$ cat src/design/prescaler_pkg.sv
package prescaler_pkg;

	// ----------------------------------------------------------------
	// Moduli
	// ----------------------------------------------------------------
	localparam int          CNT_W        = 8;
	localparam logic [7:0]  LOW_PAIR_DIV = 8'h40;
	localparam logic [7:0]  HIGH_PAIR_DIV = 8'h80;

	// ----------------------------------------------------------------
	// Output variants
	// ----------------------------------------------------------------
	localparam logic        EDGE_RISE    = 1'h1;
	localparam logic        EDGE_FALL    = 1'h0;

	// ----------------------------------------------------------------
	// Reset values and timing
	// ----------------------------------------------------------------
	localparam logic [7:0]  CNT_RST      = 8'h00;
	localparam logic [7:0]  MOD_RST      = 8'h81;
	localparam int          CLK_MHZ      = 50;
	localparam int          SETUP_NS     = 10;
	localparam int          SETUP_CYC    = (SETUP_NS * CLK_MHZ) / 1000 < 1 ?
	                                       1 : (SETUP_NS * CLK_MHZ) / 1000;

	typedef enum logic [0:0] {
		PH_MARK  = 1'b0,
		PH_SPACE = 1'b1
	} phase_t;

	function automatic logic [7:0] pick_modulus(input logic range_hi,
	                                            input logic pick_low);
		logic [7:0] base;
		base = range_hi ? LOW_PAIR_DIV : HIGH_PAIR_DIV;
		return pick_low ? base : 8'(base + 8'h01);
	endfunction

endpackage

$ cat src/design/edge_shaper.sv
`timescale 1ns/1ns
module edge_shaper
	import prescaler_pkg::*;
#(
	parameter logic EDGE_POL = EDGE_RISE
) (
	input  wire logic clk,
	input  wire logic rst_n,
	input  wire logic boundary,
	output logic      div_out
);

	logic active_r;

	// Active level lasts the one cycle after each boundary; the trigger edge comes one clock after boundary
	always_ff @(posedge clk or negedge rst_n) begin
		if (!rst_n) begin
			active_r <= 1'b0;
		end else begin
			active_r <= boundary;
		end
	end

	// Rising-edge part idles low, falling-edge part idles high
	assign div_out = (EDGE_POL == EDGE_RISE) ? active_r : ~active_r;

	cov_edge: cover property (@(posedge clk) disable iff (!rst_n)
		$changed(div_out));

endmodule

$ cat src/design/dual_modulus_prescaler.sv
`timescale 1ns/1ns
// Overview of operation
// - A high range select chooses the 64/65 pair, low chooses 128/129.
// - High modulus pick divides by the lower value, low by the higher.
// - The rising-edge variant marks each output period with a rise.
// - The falling-edge variant marks each output period with a fall.
module dual_modulus_prescaler
	import prescaler_pkg::*;
#(
	parameter logic EDGE_POL = EDGE_RISE
) (
	input  wire logic clk,
	input  wire logic rst_n,
	input  wire logic ratio_range_select,
	input  wire logic modulus_pick,
	output logic      div_out,
	output logic      period_start
);

	// ----------------------------------------------------------------
	// Cycle counter
	// ----------------------------------------------------------------
	logic [CNT_W-1:0] cnt_r;
	logic [CNT_W-1:0] cnt_nxt;
	logic [CNT_W-1:0] modulus_r;
	logic [CNT_W-1:0] modulus_nxt;
	logic [CNT_W-1:0] next_mod;
	logic             last_w;

	// Modulus is sampled only at the boundary, so a mid-period change
	// never shortens the period in progress.
	assign next_mod    = pick_modulus(ratio_range_select, modulus_pick);
	assign last_w      = (cnt_r == CNT_W'(modulus_r - 8'h01));
	assign cnt_nxt     = last_w ? CNT_RST : CNT_W'(cnt_r + 8'h01);
	assign modulus_nxt = last_w ? next_mod : modulus_r;
	assign period_start = last_w;

	always_ff @(posedge clk or negedge rst_n) begin
		if (!rst_n) begin
			cnt_r <= CNT_RST;
		end else begin
			cnt_r <= cnt_nxt;
		end
	end

	// Reset starts from the largest modulus; the first boundary loads
	// whatever the inputs then ask for.
	always_ff @(posedge clk or negedge rst_n) begin
		if (!rst_n) begin
			modulus_r <= MOD_RST;
		end else begin
			modulus_r <= modulus_nxt;
		end
	end

	// ----------------------------------------------------------------
	// Output shaping
	// ----------------------------------------------------------------
	edge_shaper #(
		.EDGE_POL (EDGE_POL)
	) u_shaper (
		.clk      (clk),
		.rst_n    (rst_n),
		.boundary (last_w),
		.div_out  (div_out)
	);

	// ----------------------------------------------------------------
	// Checks
	// ----------------------------------------------------------------
	logic [CNT_W:0] gap_r;
	always_ff @(posedge clk or negedge rst_n) begin
		if (!rst_n) begin
			gap_r <= '0;
		end else begin
			gap_r <= last_w ? '0 : (CNT_W+1)'(gap_r + 9'h001);
		end
	end

	// Copies of the inputs as they stood at the boundary edge
	logic ratio_range_select_q;
	logic modulus_pick_q;
	always_ff @(posedge clk or negedge rst_n) begin
		if (!rst_n) begin
			ratio_range_select_q <= 1'b0;
			modulus_pick_q       <= 1'b0;
		end else begin
			ratio_range_select_q <= ratio_range_select;
			modulus_pick_q       <= modulus_pick;
		end
	end

	pair_select_a: assert property (@(posedge clk) disable iff (!rst_n)
		last_w |=> (ratio_range_select_q ? modulus_r[6] : modulus_r[7]))
		else $error("modulus outside selected pair");

	// ----------------------------------------------------------------
	// Ratio table checks
	// ----------------------------------------------------------------
	// Each corner of the ratio table is checked against the constants,
	// so a slip in the selection function cannot hide behind itself.
	div64_a: assert property (@(posedge clk) disable iff (!rst_n)
		(last_w && ratio_range_select && modulus_pick)
		|=> (modulus_r == LOW_PAIR_DIV))
		else $error("high range with high pick did not give 64");

	div65_a: assert property (@(posedge clk) disable iff (!rst_n)
		(last_w && ratio_range_select && !modulus_pick)
		|=> (modulus_r == CNT_W'(LOW_PAIR_DIV + 8'h01)))
		else $error("high range with low pick did not give 65");

	div128_a: assert property (@(posedge clk) disable iff (!rst_n)
		(last_w && !ratio_range_select && modulus_pick)
		|=> (modulus_r == HIGH_PAIR_DIV))
		else $error("low range with high pick did not give 128");

	div129_a: assert property (@(posedge clk) disable iff (!rst_n)
		(last_w && !ratio_range_select && !modulus_pick)
		|=> (modulus_r == CNT_W'(HIGH_PAIR_DIV + 8'h01)))
		else $error("low range with low pick did not give 129");

	// ----------------------------------------------------------------
	// Counter progress checks
	// ----------------------------------------------------------------
	cnt_wrap_a: assert property (@(posedge clk) disable iff (!rst_n)
		last_w |=> (cnt_r == CNT_RST))
		else $error("counter did not restart at boundary");

	cnt_step_a: assert property (@(posedge clk) disable iff (!rst_n)
		!last_w |=> (cnt_r == CNT_W'($past(cnt_r) + 8'h01)))
		else $error("counter skipped or stalled");

	// ----------------------------------------------------------------
	// Output idle checks
	// ----------------------------------------------------------------
	// Outside the one cycle after a boundary the output sits at its
	// idle level, so only one trigger edge reaches the synthesizer.
	idle_rise_a: assert property (@(posedge clk) disable iff (!rst_n)
		(EDGE_POL == EDGE_RISE && !$past(last_w)) |-> (div_out == 1'b0))
		else $error("rising variant left its idle level");

	idle_fall_a: assert property (@(posedge clk) disable iff (!rst_n)
		(EDGE_POL == EDGE_FALL && !$past(last_w)) |-> (div_out == 1'b1))
		else $error("falling variant left its idle level");

	pick_value_a: assert property (@(posedge clk) disable iff (!rst_n)
		last_w |=> (modulus_r[0] == !modulus_pick_q))
		else $error("modulus pick gave wrong ratio");

	period_len_a: assert property (@(posedge clk) disable iff (!rst_n)
		(last_w && $past(last_w) == 1'b0 && gap_r != '0)
		|-> (gap_r == (CNT_W+1)'(modulus_r - 8'h01)))
		else $error("period length differs from modulus");

	hold_mod_a: assert property (@(posedge clk) disable iff (!rst_n)
		!last_w |=> $stable(modulus_r))
		else $error("modulus changed mid period");

	rise_mark_a: assert property (@(posedge clk) disable iff (!rst_n)
		(EDGE_POL == EDGE_RISE && last_w) |=> $rose(div_out) ##1 $fell(div_out))
		else $error("rising variant missed its edge");

	fall_mark_a: assert property (@(posedge clk) disable iff (!rst_n)
		(EDGE_POL == EDGE_FALL && last_w) |=> $fell(div_out) ##1 $rose(div_out))
		else $error("falling variant missed its edge");

	cnt_range_a: assert property (@(posedge clk) disable iff (!rst_n)
		cnt_r < modulus_r)
		else $error("counter beyond modulus");

	one_edge_a: assert property (@(posedge clk) disable iff (!rst_n)
		last_w |=> !last_w)
		else $error("two boundaries back to back");

	cov_div64: cover property (@(posedge clk) disable iff (!rst_n)
		last_w && modulus_r == 8'h40);
	cov_div65: cover property (@(posedge clk) disable iff (!rst_n)
		last_w && modulus_r == 8'h41);
	cov_div128: cover property (@(posedge clk) disable iff (!rst_n)
		last_w && modulus_r == 8'h80);
	cov_div129: cover property (@(posedge clk) disable iff (!rst_n)
		last_w && modulus_r == 8'h81);

endmodule

$ cat config.mk
export PLATFORM = sky130hd
export DESIGN_NAME = dual_modulus_prescaler
export DESIGN_NICKNAME = d
export VERILOG_FILES = /design/src/design/prescaler_pkg.sv /design/src/design/edge_shaper.sv /design/src/design/dual_modulus_prescaler.sv
export SDC_FILE = /design/constraint.sdc
export NUM_CORES = 1
export LEC_CHECK = 0
export ABC_AREA = 0
export BUFFER_PORTS_ARGS = -buffer_cell sky130_fd_sc_hd__buf_2
export CAP_MARGIN = 20
export CORE_AREA = 5 5 42 44
export CTS_CLUSTER_DIAMETER = 50
export CTS_CLUSTER_SIZE = 24
export DETAILED_ROUTE_END_ITERATION = 6
export DIE_AREA = 0 0 47 49
export SETUP_SLACK_MARGIN = 0.3
export SLEW_MARGIN = 20
export SYNTH_ARGS = -nofsm -noshare
export SYNTH_HDL_FRONTEND = slang
export SYNTH_HIERARCHICAL = 1
export SYNTH_SLANG_ARGS = --single-unit
$ cat constraint.sdc
create_clock -name clk -period 3.35 [get_ports clk]
set_clock_uncertainty 0.1 [all_clocks]
set_input_delay 0.1675 -clock clk [delete_from_list [all_inputs] [get_ports clk]]
set_output_delay 0.1675 -clock clk [all_outputs]
set_load 0.02 [all_outputs]
; ---- After elaboration in Yosys (flattened, before gate mapping)
; Cells that the tools add are included.
[totals]
ff_bits = 17
wordCells = 10
[op_classes]
eq_ne = 1
n_mux = 3
n_addsub = 3
[ops]
columns = cell, n
row1 = 2-to-1 mux 8 bit, 3
row2 = adder 8 x 1 -> 8 bit (second input constant), 2
row3 = == test 8 bit, 1
row4 = subtractor 8 x 1 -> 8 bit (second input constant), 1

; ---- Logic depth before layout (Yosys ltp)
; Gate-level depths: netlist (run 1).
[depth]
word_depth = 3
mapped_depth = 7
mapped_depth_nobuf = 6

; ---- Cells and area by module
; Netlist (run 1), hierarchy kept.
[by_module_without_submodules]
columns = module, cells_per_inst, n_inst, seq_area_each_um2, area_per_inst_um2
row1 = dual_modulus_prescaler, 48, 1, 277.8, 543.0
row2 = edge_shaper, 1, 1, 25.0, 25.0

; ---- Least setup slack after synthesis (run 1)
; OpenSTA, ideal clock, no wires.
[synth_timing]
path_kind = register to register
from = reg cnt_r[0]
to = reg modulus_r[6]
t_arrival_ns = 1.694
path_stages_with_launch = 6
t_required_ns = 3.125
slack_ns = 1.430
n_path_buf = 1
period_less_slack_ns = 1.920
cell_sequence = dfrtp_1 > or4_4 > nor4_2 > o211a_1 > buf_6 > mux2_4
[synth_via]
elab_chain_cells = 1
[synth_lines]
columns = item, line_no
row1 = from (decl), dual_modulus_prescaler.sv:23  ; logic [CNT_W-1:0] cnt_r;
row2 = from (signal assigned), dual_modulus_prescaler.sv:42  ; cnt_r <= cnt_nxt;
row3 = == test 8 bit, dual_modulus_prescaler.sv:33  ; assign last_w = (cnt_r == CNT_W'(modulus_r - 8'h01));
row4 = net period_start, dual_modulus_prescaler.sv:17  ; output logic period_start
row5 = to (signal assigned), dual_modulus_prescaler.sv:52  ; modulus_r <= modulus_nxt;
row6 = to (decl), dual_modulus_prescaler.sv:25  ; logic [CNT_W-1:0] modulus_r;
; The timed path passes the listed nets, and every way through them passes these cells.
; A chain may end at the register's enable or synchronous reset.

; ---- Worst setup path in the final report (run 1)
[layout_timing]
from = reg cnt_r[0]
to = out period_start
[layout_via]
elab_chain_cells = 1
[layout_lines]
columns = item, line_no
row1 = == test 8 bit, dual_modulus_prescaler.sv:33
row2 = to (decl), dual_modulus_prescaler.sv:17
; Every way passes these cells.

==> flow_summary.ini, run 1 <==
[outcome]
status = finished, final reports clean

[yosys]
synthCells = 49
synth_top_area_frac = 0.441
ys_warn_count = 6
ys_ff_latch = 12
ys_seq_area_frac = 0.533
syn_nets = 55
yosysTopAreaCell = dfrtp_1
avgSynthCellArea_um2 = 11.6
yosys.cell_types.count = 18
syn-cell-area_um2 = 568
yosys-top-cells-area = dfrtp_1, dfstp_2, xnor2_1

[floorplanning]
core_um2 = 1400
initial_core_util = 0.405
pin_count = 6
die_h_um = 49
die_area_um2 = 2300
placementRows = 14
die_x_um = 47

[final_layout]
regArea_um2 = 303
nets = 67
fill_cells = 132
area_delta_synth_final_pct = 17.6
diodes = 0
final_cell_mix = dfrtp_1, nor2_1, xnor2_1, buf_2, inv_1
drive_gt1_frac = 0.233
multiInputGateArea_um2 = 239
final_common_cell = dfrtp_1

[timing]
setup_viol = 0
fin_crit_sh = 0.697
worst_slew_pin_slew_ps = 386
relSlewSlack = 0.743
setup_tns_ps = 0
slew_violations = 0
min_period_ps = 2340
max_freq_mhz = 428
final_hold_viol_count = 0
rsz0062_at_grt = false

[worst_setup_path]
worstPathRequired_ps = 3080
timing_worst_setup_path_type = flop to primary output
cp_max_fo = 11
reg2reg_depth = 4
end_kind = primary output
cp-start-kind = flop
worstPathArrival_ps = 2070

[pwr]
powerDensity_nw_per_um2 = 400
ir_drop_mv = 0.205
p_total_w = 0.000267
power_leakage_nw = 0.318

[clock_tree]
clk_pin_slew_ps = 80
cts_root_buf = clkbuf_4
postCtsSetupBuffers = 0
clk_latency_ps = 270
cts_tree = built
clockBufferDepth = 2
cts.sinks = 12
cts.htree.levels = 1
cts_made_buffers = 3

[place]
numPortBuffers = 5
hpwl_um = 590
gp_congestion = 0.682

[routing]
drt_iter0_markers = 5
antenna_left = 0
routed_via_density = 4.71
drt_first_pass_iters = 3
wl_per_cell_um = 11.6
remaining_drc_errors = 0
wl_um = 878
num_vias = 358

[global_routing]
grt_first_pass_wirelength_um = 1580
grt_max_degree = 13
antenna_found_initial = 0
overflow = 0
grt.total_usage = 0.101
grt_pass1_vias = 359

[job]
drv_cap = 0

[worst_hold_path]
hold_path_class = input pin to asynchronous set/reset pin
[synthesized netlist by cell type]
library cell  count
dfstp_2           2
nor4_2            1
nor2b_1           1
nand2_1           1
dfrtp_1          10
nor3_1            1
nand4_1           1
xor2_1            3
mux2_4            1
mux2i_1           2
ha_1              2
xnor2_1           6
o211a_1           1
nand3_1           3
nor2_1            8
inv_1             4
buf_6             1
or4_4             1
[path summary, 6_finish.rpt]
path | slack [ps] | endpoint | start
worst max-delay path | 1010 | period_start | cnt_r[0]
worst min-delay path | 200 | cnt_r[3] | rst_n
worst max register to register | 1250 | modulus_r[6] | cnt_r[0]
worst min register to register | 380 | modulus_r[7] | modulus_r[7]
max in group asynchronous | 2690 | modulus_r[7] | rst_n
min in group clk | 380 | modulus_r[7] | modulus_r[7]
[cell families (layout without fill, tap and decap cells)]
logic type | after synthesis | in the layout | synth area share
mux | 3 | 3 | 0.0617
simple gates | 17 | 17 | 0.159
buf+inv | 5 | 16 | 0.0462
compound gates | 1 | 1 | 0.0176
xor+xnor | 9 | 9 | 0.139
flops | 12 | 12 | 0.533
fa+ha+maj | 2 | 2 | 0.0440
[layout make-up]
type	instances	share of cell area
flip-flops and latches	12	0.453
multi-input cells	32	0.358
repair buffers	8	0.0824
clock buffers	4	0.0543
well taps	16	0.0300
inverters	4	0.0225
[repair_timing]
| item | in CTS | in global routing |
|---|---|---|
| hold endpoints to repair | 14 | 0 |
| hold buffers | 3 | 0 |
| resized for setup | 0 | 0 |
[report_power, final]
| part | internal (W) | switching (W) | leakage [nW] |
|---|---|---|---|
| clock | 0.0000660 | 0.0000489 | 0.0210 |
| sequential | 0.000145 | 0 | 0.146 |
| combinational | 0.00000359 | 0.00000356 | 0.151 |
| total | 0.000214 | 0.0000525 | 0.318 |
[per-stage QoR]
stage	hold slack (ps)	worst slack, ps	instances	instance area [um2]	utilization
global route	206	847	76	668	0.477
global placement	-43.3	1240	69	602	0.429
CTS	201	983	76	668	0.477
detailed placement	-42.9	1250	69	602	0.429
finish	198	1010	76	668	0.477
floorplan	-228	1430	49	568	-
[sequential cells by signal, summed over array words and instances (netlist names)]
register,cells
cnt_r,8
u_shaper/div_out,1
modulus_r,3
[routing by layer]
metal,up-vias,part of all wire,GRT usage
met2,5,0.45,0.115
met5,-,0,0
li1,182,-,-
met1,169,0.49,0.139
met4,0,0.021,0.0968
met3,2,0.042,0.0332
[worst max-delay path, stage by stage (launching register included)]
cell and delay (ps):
dfrtp_1 430, or4_4 550, nor4_2 140, o211a_1 430, buf_2 240
No activity file was read; power rests on OpenSTA's default activity.
==> inputs of run 2 (changes only) <==
==> constraint.sdc (replaced) <==
create_clock -name clk -period 2.4 [get_ports clk]
set_clock_uncertainty 0.1 [all_clocks]
set_input_delay 0.12 -clock clk [delete_from_list [all_inputs] [get_ports clk]]
set_output_delay 0.12 -clock clk [all_outputs]
set_load 0.02 [all_outputs]
==> run 2 against run 1 <==
Final cell count is 3.9% higher. Critical path depth grew 1. Sequential share of layout area down 2.4 points. Register-to-register slack worse by 890 ps. Power increased by 29%. Combinational power increased by 36%. Count of clock-buffer cells in the layout did not move. Clock power is 15% higher. Utilization up 2.7 points. Worst hold slack got worse by 58 ps. Via count grew 5.0%. Largest power group unchanged. Die area did not move.
==> flow_summary.ini, run 2 (synthesis results as in run 1) <==
[outcome]
status = finished, final reports clean

[final_layout]
final_util = 0.504
regMostFlops = cnt_r
final_cell_mix = dfrtp_1, nor2_1, xnor2_1, inv_1, buf_2
final_area_um2 = 706
diodes = 0
drive_gt1_frac = 0.286
largest_register_ffs = 8
nets = 70
final_common_cell = dfrtp_1
area_delta_synth_final_pct = 24.2
instances_no_fill = 79

[routing]
routed_via_density = 4.76
antenna_left = 0
wl_per_cell_um = 12.0
num_vias = 376
remaining_drc_errors = 0
drt_first_pass_iters = 4
drt_iter0_markers = 7
wl_um = 945

[worst_setup_path]
worstPathArrival_ps = 1890
max_stage_delay_ps = 560
crit_path_start = cnt_r[0]
r2r_start = cnt_r[0]
cp-start-kind = flop
path_depth = 5
reg2reg_depth = 5
crit_buf_inv = 2
worstPathRequired_ps = 2180
crit_slowest_cell = or4_4
path_cells = or4_4 -> nor4_4 -> o211a_1 -> buf_6 -> buf_4
timing_worst_setup_path_type = flop to primary output
crit_family = simple AND/OR/NAND/NOR gates
end_kind = primary output
cp_max_fo = 5

[timing]
setup_viol = 0
relSlewSlack = 0.831
final_hold_viol_count = 0
max_freq_mhz = 473
min_period_ps = 2110
worst_slew_pin_slew_ps = 254
rsz0062_at_grt = true
fin_crit_sh = 0.880
setup_tns_ps = 0
hold_ws_ps = 139
slew_violations = 0

[clock_tree]
cts_made_buffers = 3
cts.htree.levels = 1
clk_pin_slew_ps = 80
cts.sinks = 12
clockBufferDepth = 2
cts_tree = built
clk_latency_ps = 280
cts_root_buf = clkbuf_4

[pwr]
ir_drop_mv = 0.256
powerDensity_nw_per_um2 = 488
p_sw_w = 0.0000726
switching_share = 0.211
seq_power_share = 0.587
pwr-share-comb = 0.028
p_int_w = 0.000272
pwr-share-clk = 0.384
power_leakage_nw = 0.330

[floorplanning]
die_h_um = 49
core_um2 = 1400
placementRows = 14
pin_count = 6
die_area_um2 = 2300
initial_core_util = 0.405
die_x_um = 47

[global_routing]
antenna_found_initial = 0
grt_first_pass_wirelength_um = 1590
overflow = 0
grt_max_degree = 13
grt.total_usage = 0.0998
grt_pass1_vias = 380

[place]
dpl_cell_area_um2 = 609
numPortBuffers = 5
gp_congestion = 0.782
hpwl_um = 602
dp_cells = 70

[worst_hold_path]
hold_path_class = input pin to asynchronous set/reset pin

[job]
drv_cap = 0
run 2: worst register-to-register path, delay by kind of cell, from the launching register on:
family	cells	cell delay, ps
flip-flops	1	430
AND/OR/NAND/NOR	2	720
multiplexers	1	290
buffers and inverters	1	150
AO/OA/AOI/OAI	1	230
run 2: path summary, 6_finish.rpt:
check / to / slack [ps]
max: period_start / 290
min: cnt_r[3] / 140
max reg2reg: modulus_r[6] / 360
min reg2reg: modulus_r[7] / 390
max in group asynchronous: modulus_r[7] / 1790
min in group clk: modulus_r[7] / 390
run 2: stage by stage:
stage | power [W] | worst slack [ps]
after floorplan | 0.000206 | 480
after global placement | 0.000212 | 428
after detailed placement | 0.000213 | 436
after CTS | 0.000348 | 323
after global routing | 0.000361 | 199
final | 0.000344 | 287
run 2: cell type report:
cell class / instances / area [um2]
Inverter: 4 / 15.0
Multi-Input combinational cell: 32 / 258
Tap cell: 16 / 20.0
Clock buffer: 4 / 26.3
Timing Repair Buffer: 11 / 83.8
Fill cell: 138 / 696
Sequential cell: 12 / 303
run 2: what timing repair did:
item | CTS | global route
hold endpoints to repair | 15 | 0
resized for setup | 2 | 3
gates cloned | 0 | 0
hold buffers | 3 | 0
setup endpoints to repair | 1 | 3
pin swaps | 2 | 3
buffers inserted | 2 | 0
run 2: power groups by stage:
stage | combinational (W) | sequential, W | clock [W]
2_1_floorplan | 0.000000117 | 0.000206 | 0
6_report | 0.00000976 | 0.000202 | 0.000132
3_3_place_gp | 0.00000641 | 0.000206 | 0
4_1_cts | 0.0000102 | 0.000202 | 0.000136
5_1_grt | 0.0000114 | 0.000202 | 0.000148
3_5_place_dp | 0.00000650 | 0.000206 | 0
run 2: layer usage:
layer | wire length (um) | share of wire | global-route usage | vias to the layer above
met5 | 0 | 0 | 0 | -
met4 | 23 | 0.024 | 0.0829 | 0
met3 | 45 | 0.048 | 0.0332 | 4
met2 | 430 | 0.46 | 0.127 | 10
met1 | 446 | 0.47 | 0.130 | 173
li1 | - | - | - | 189
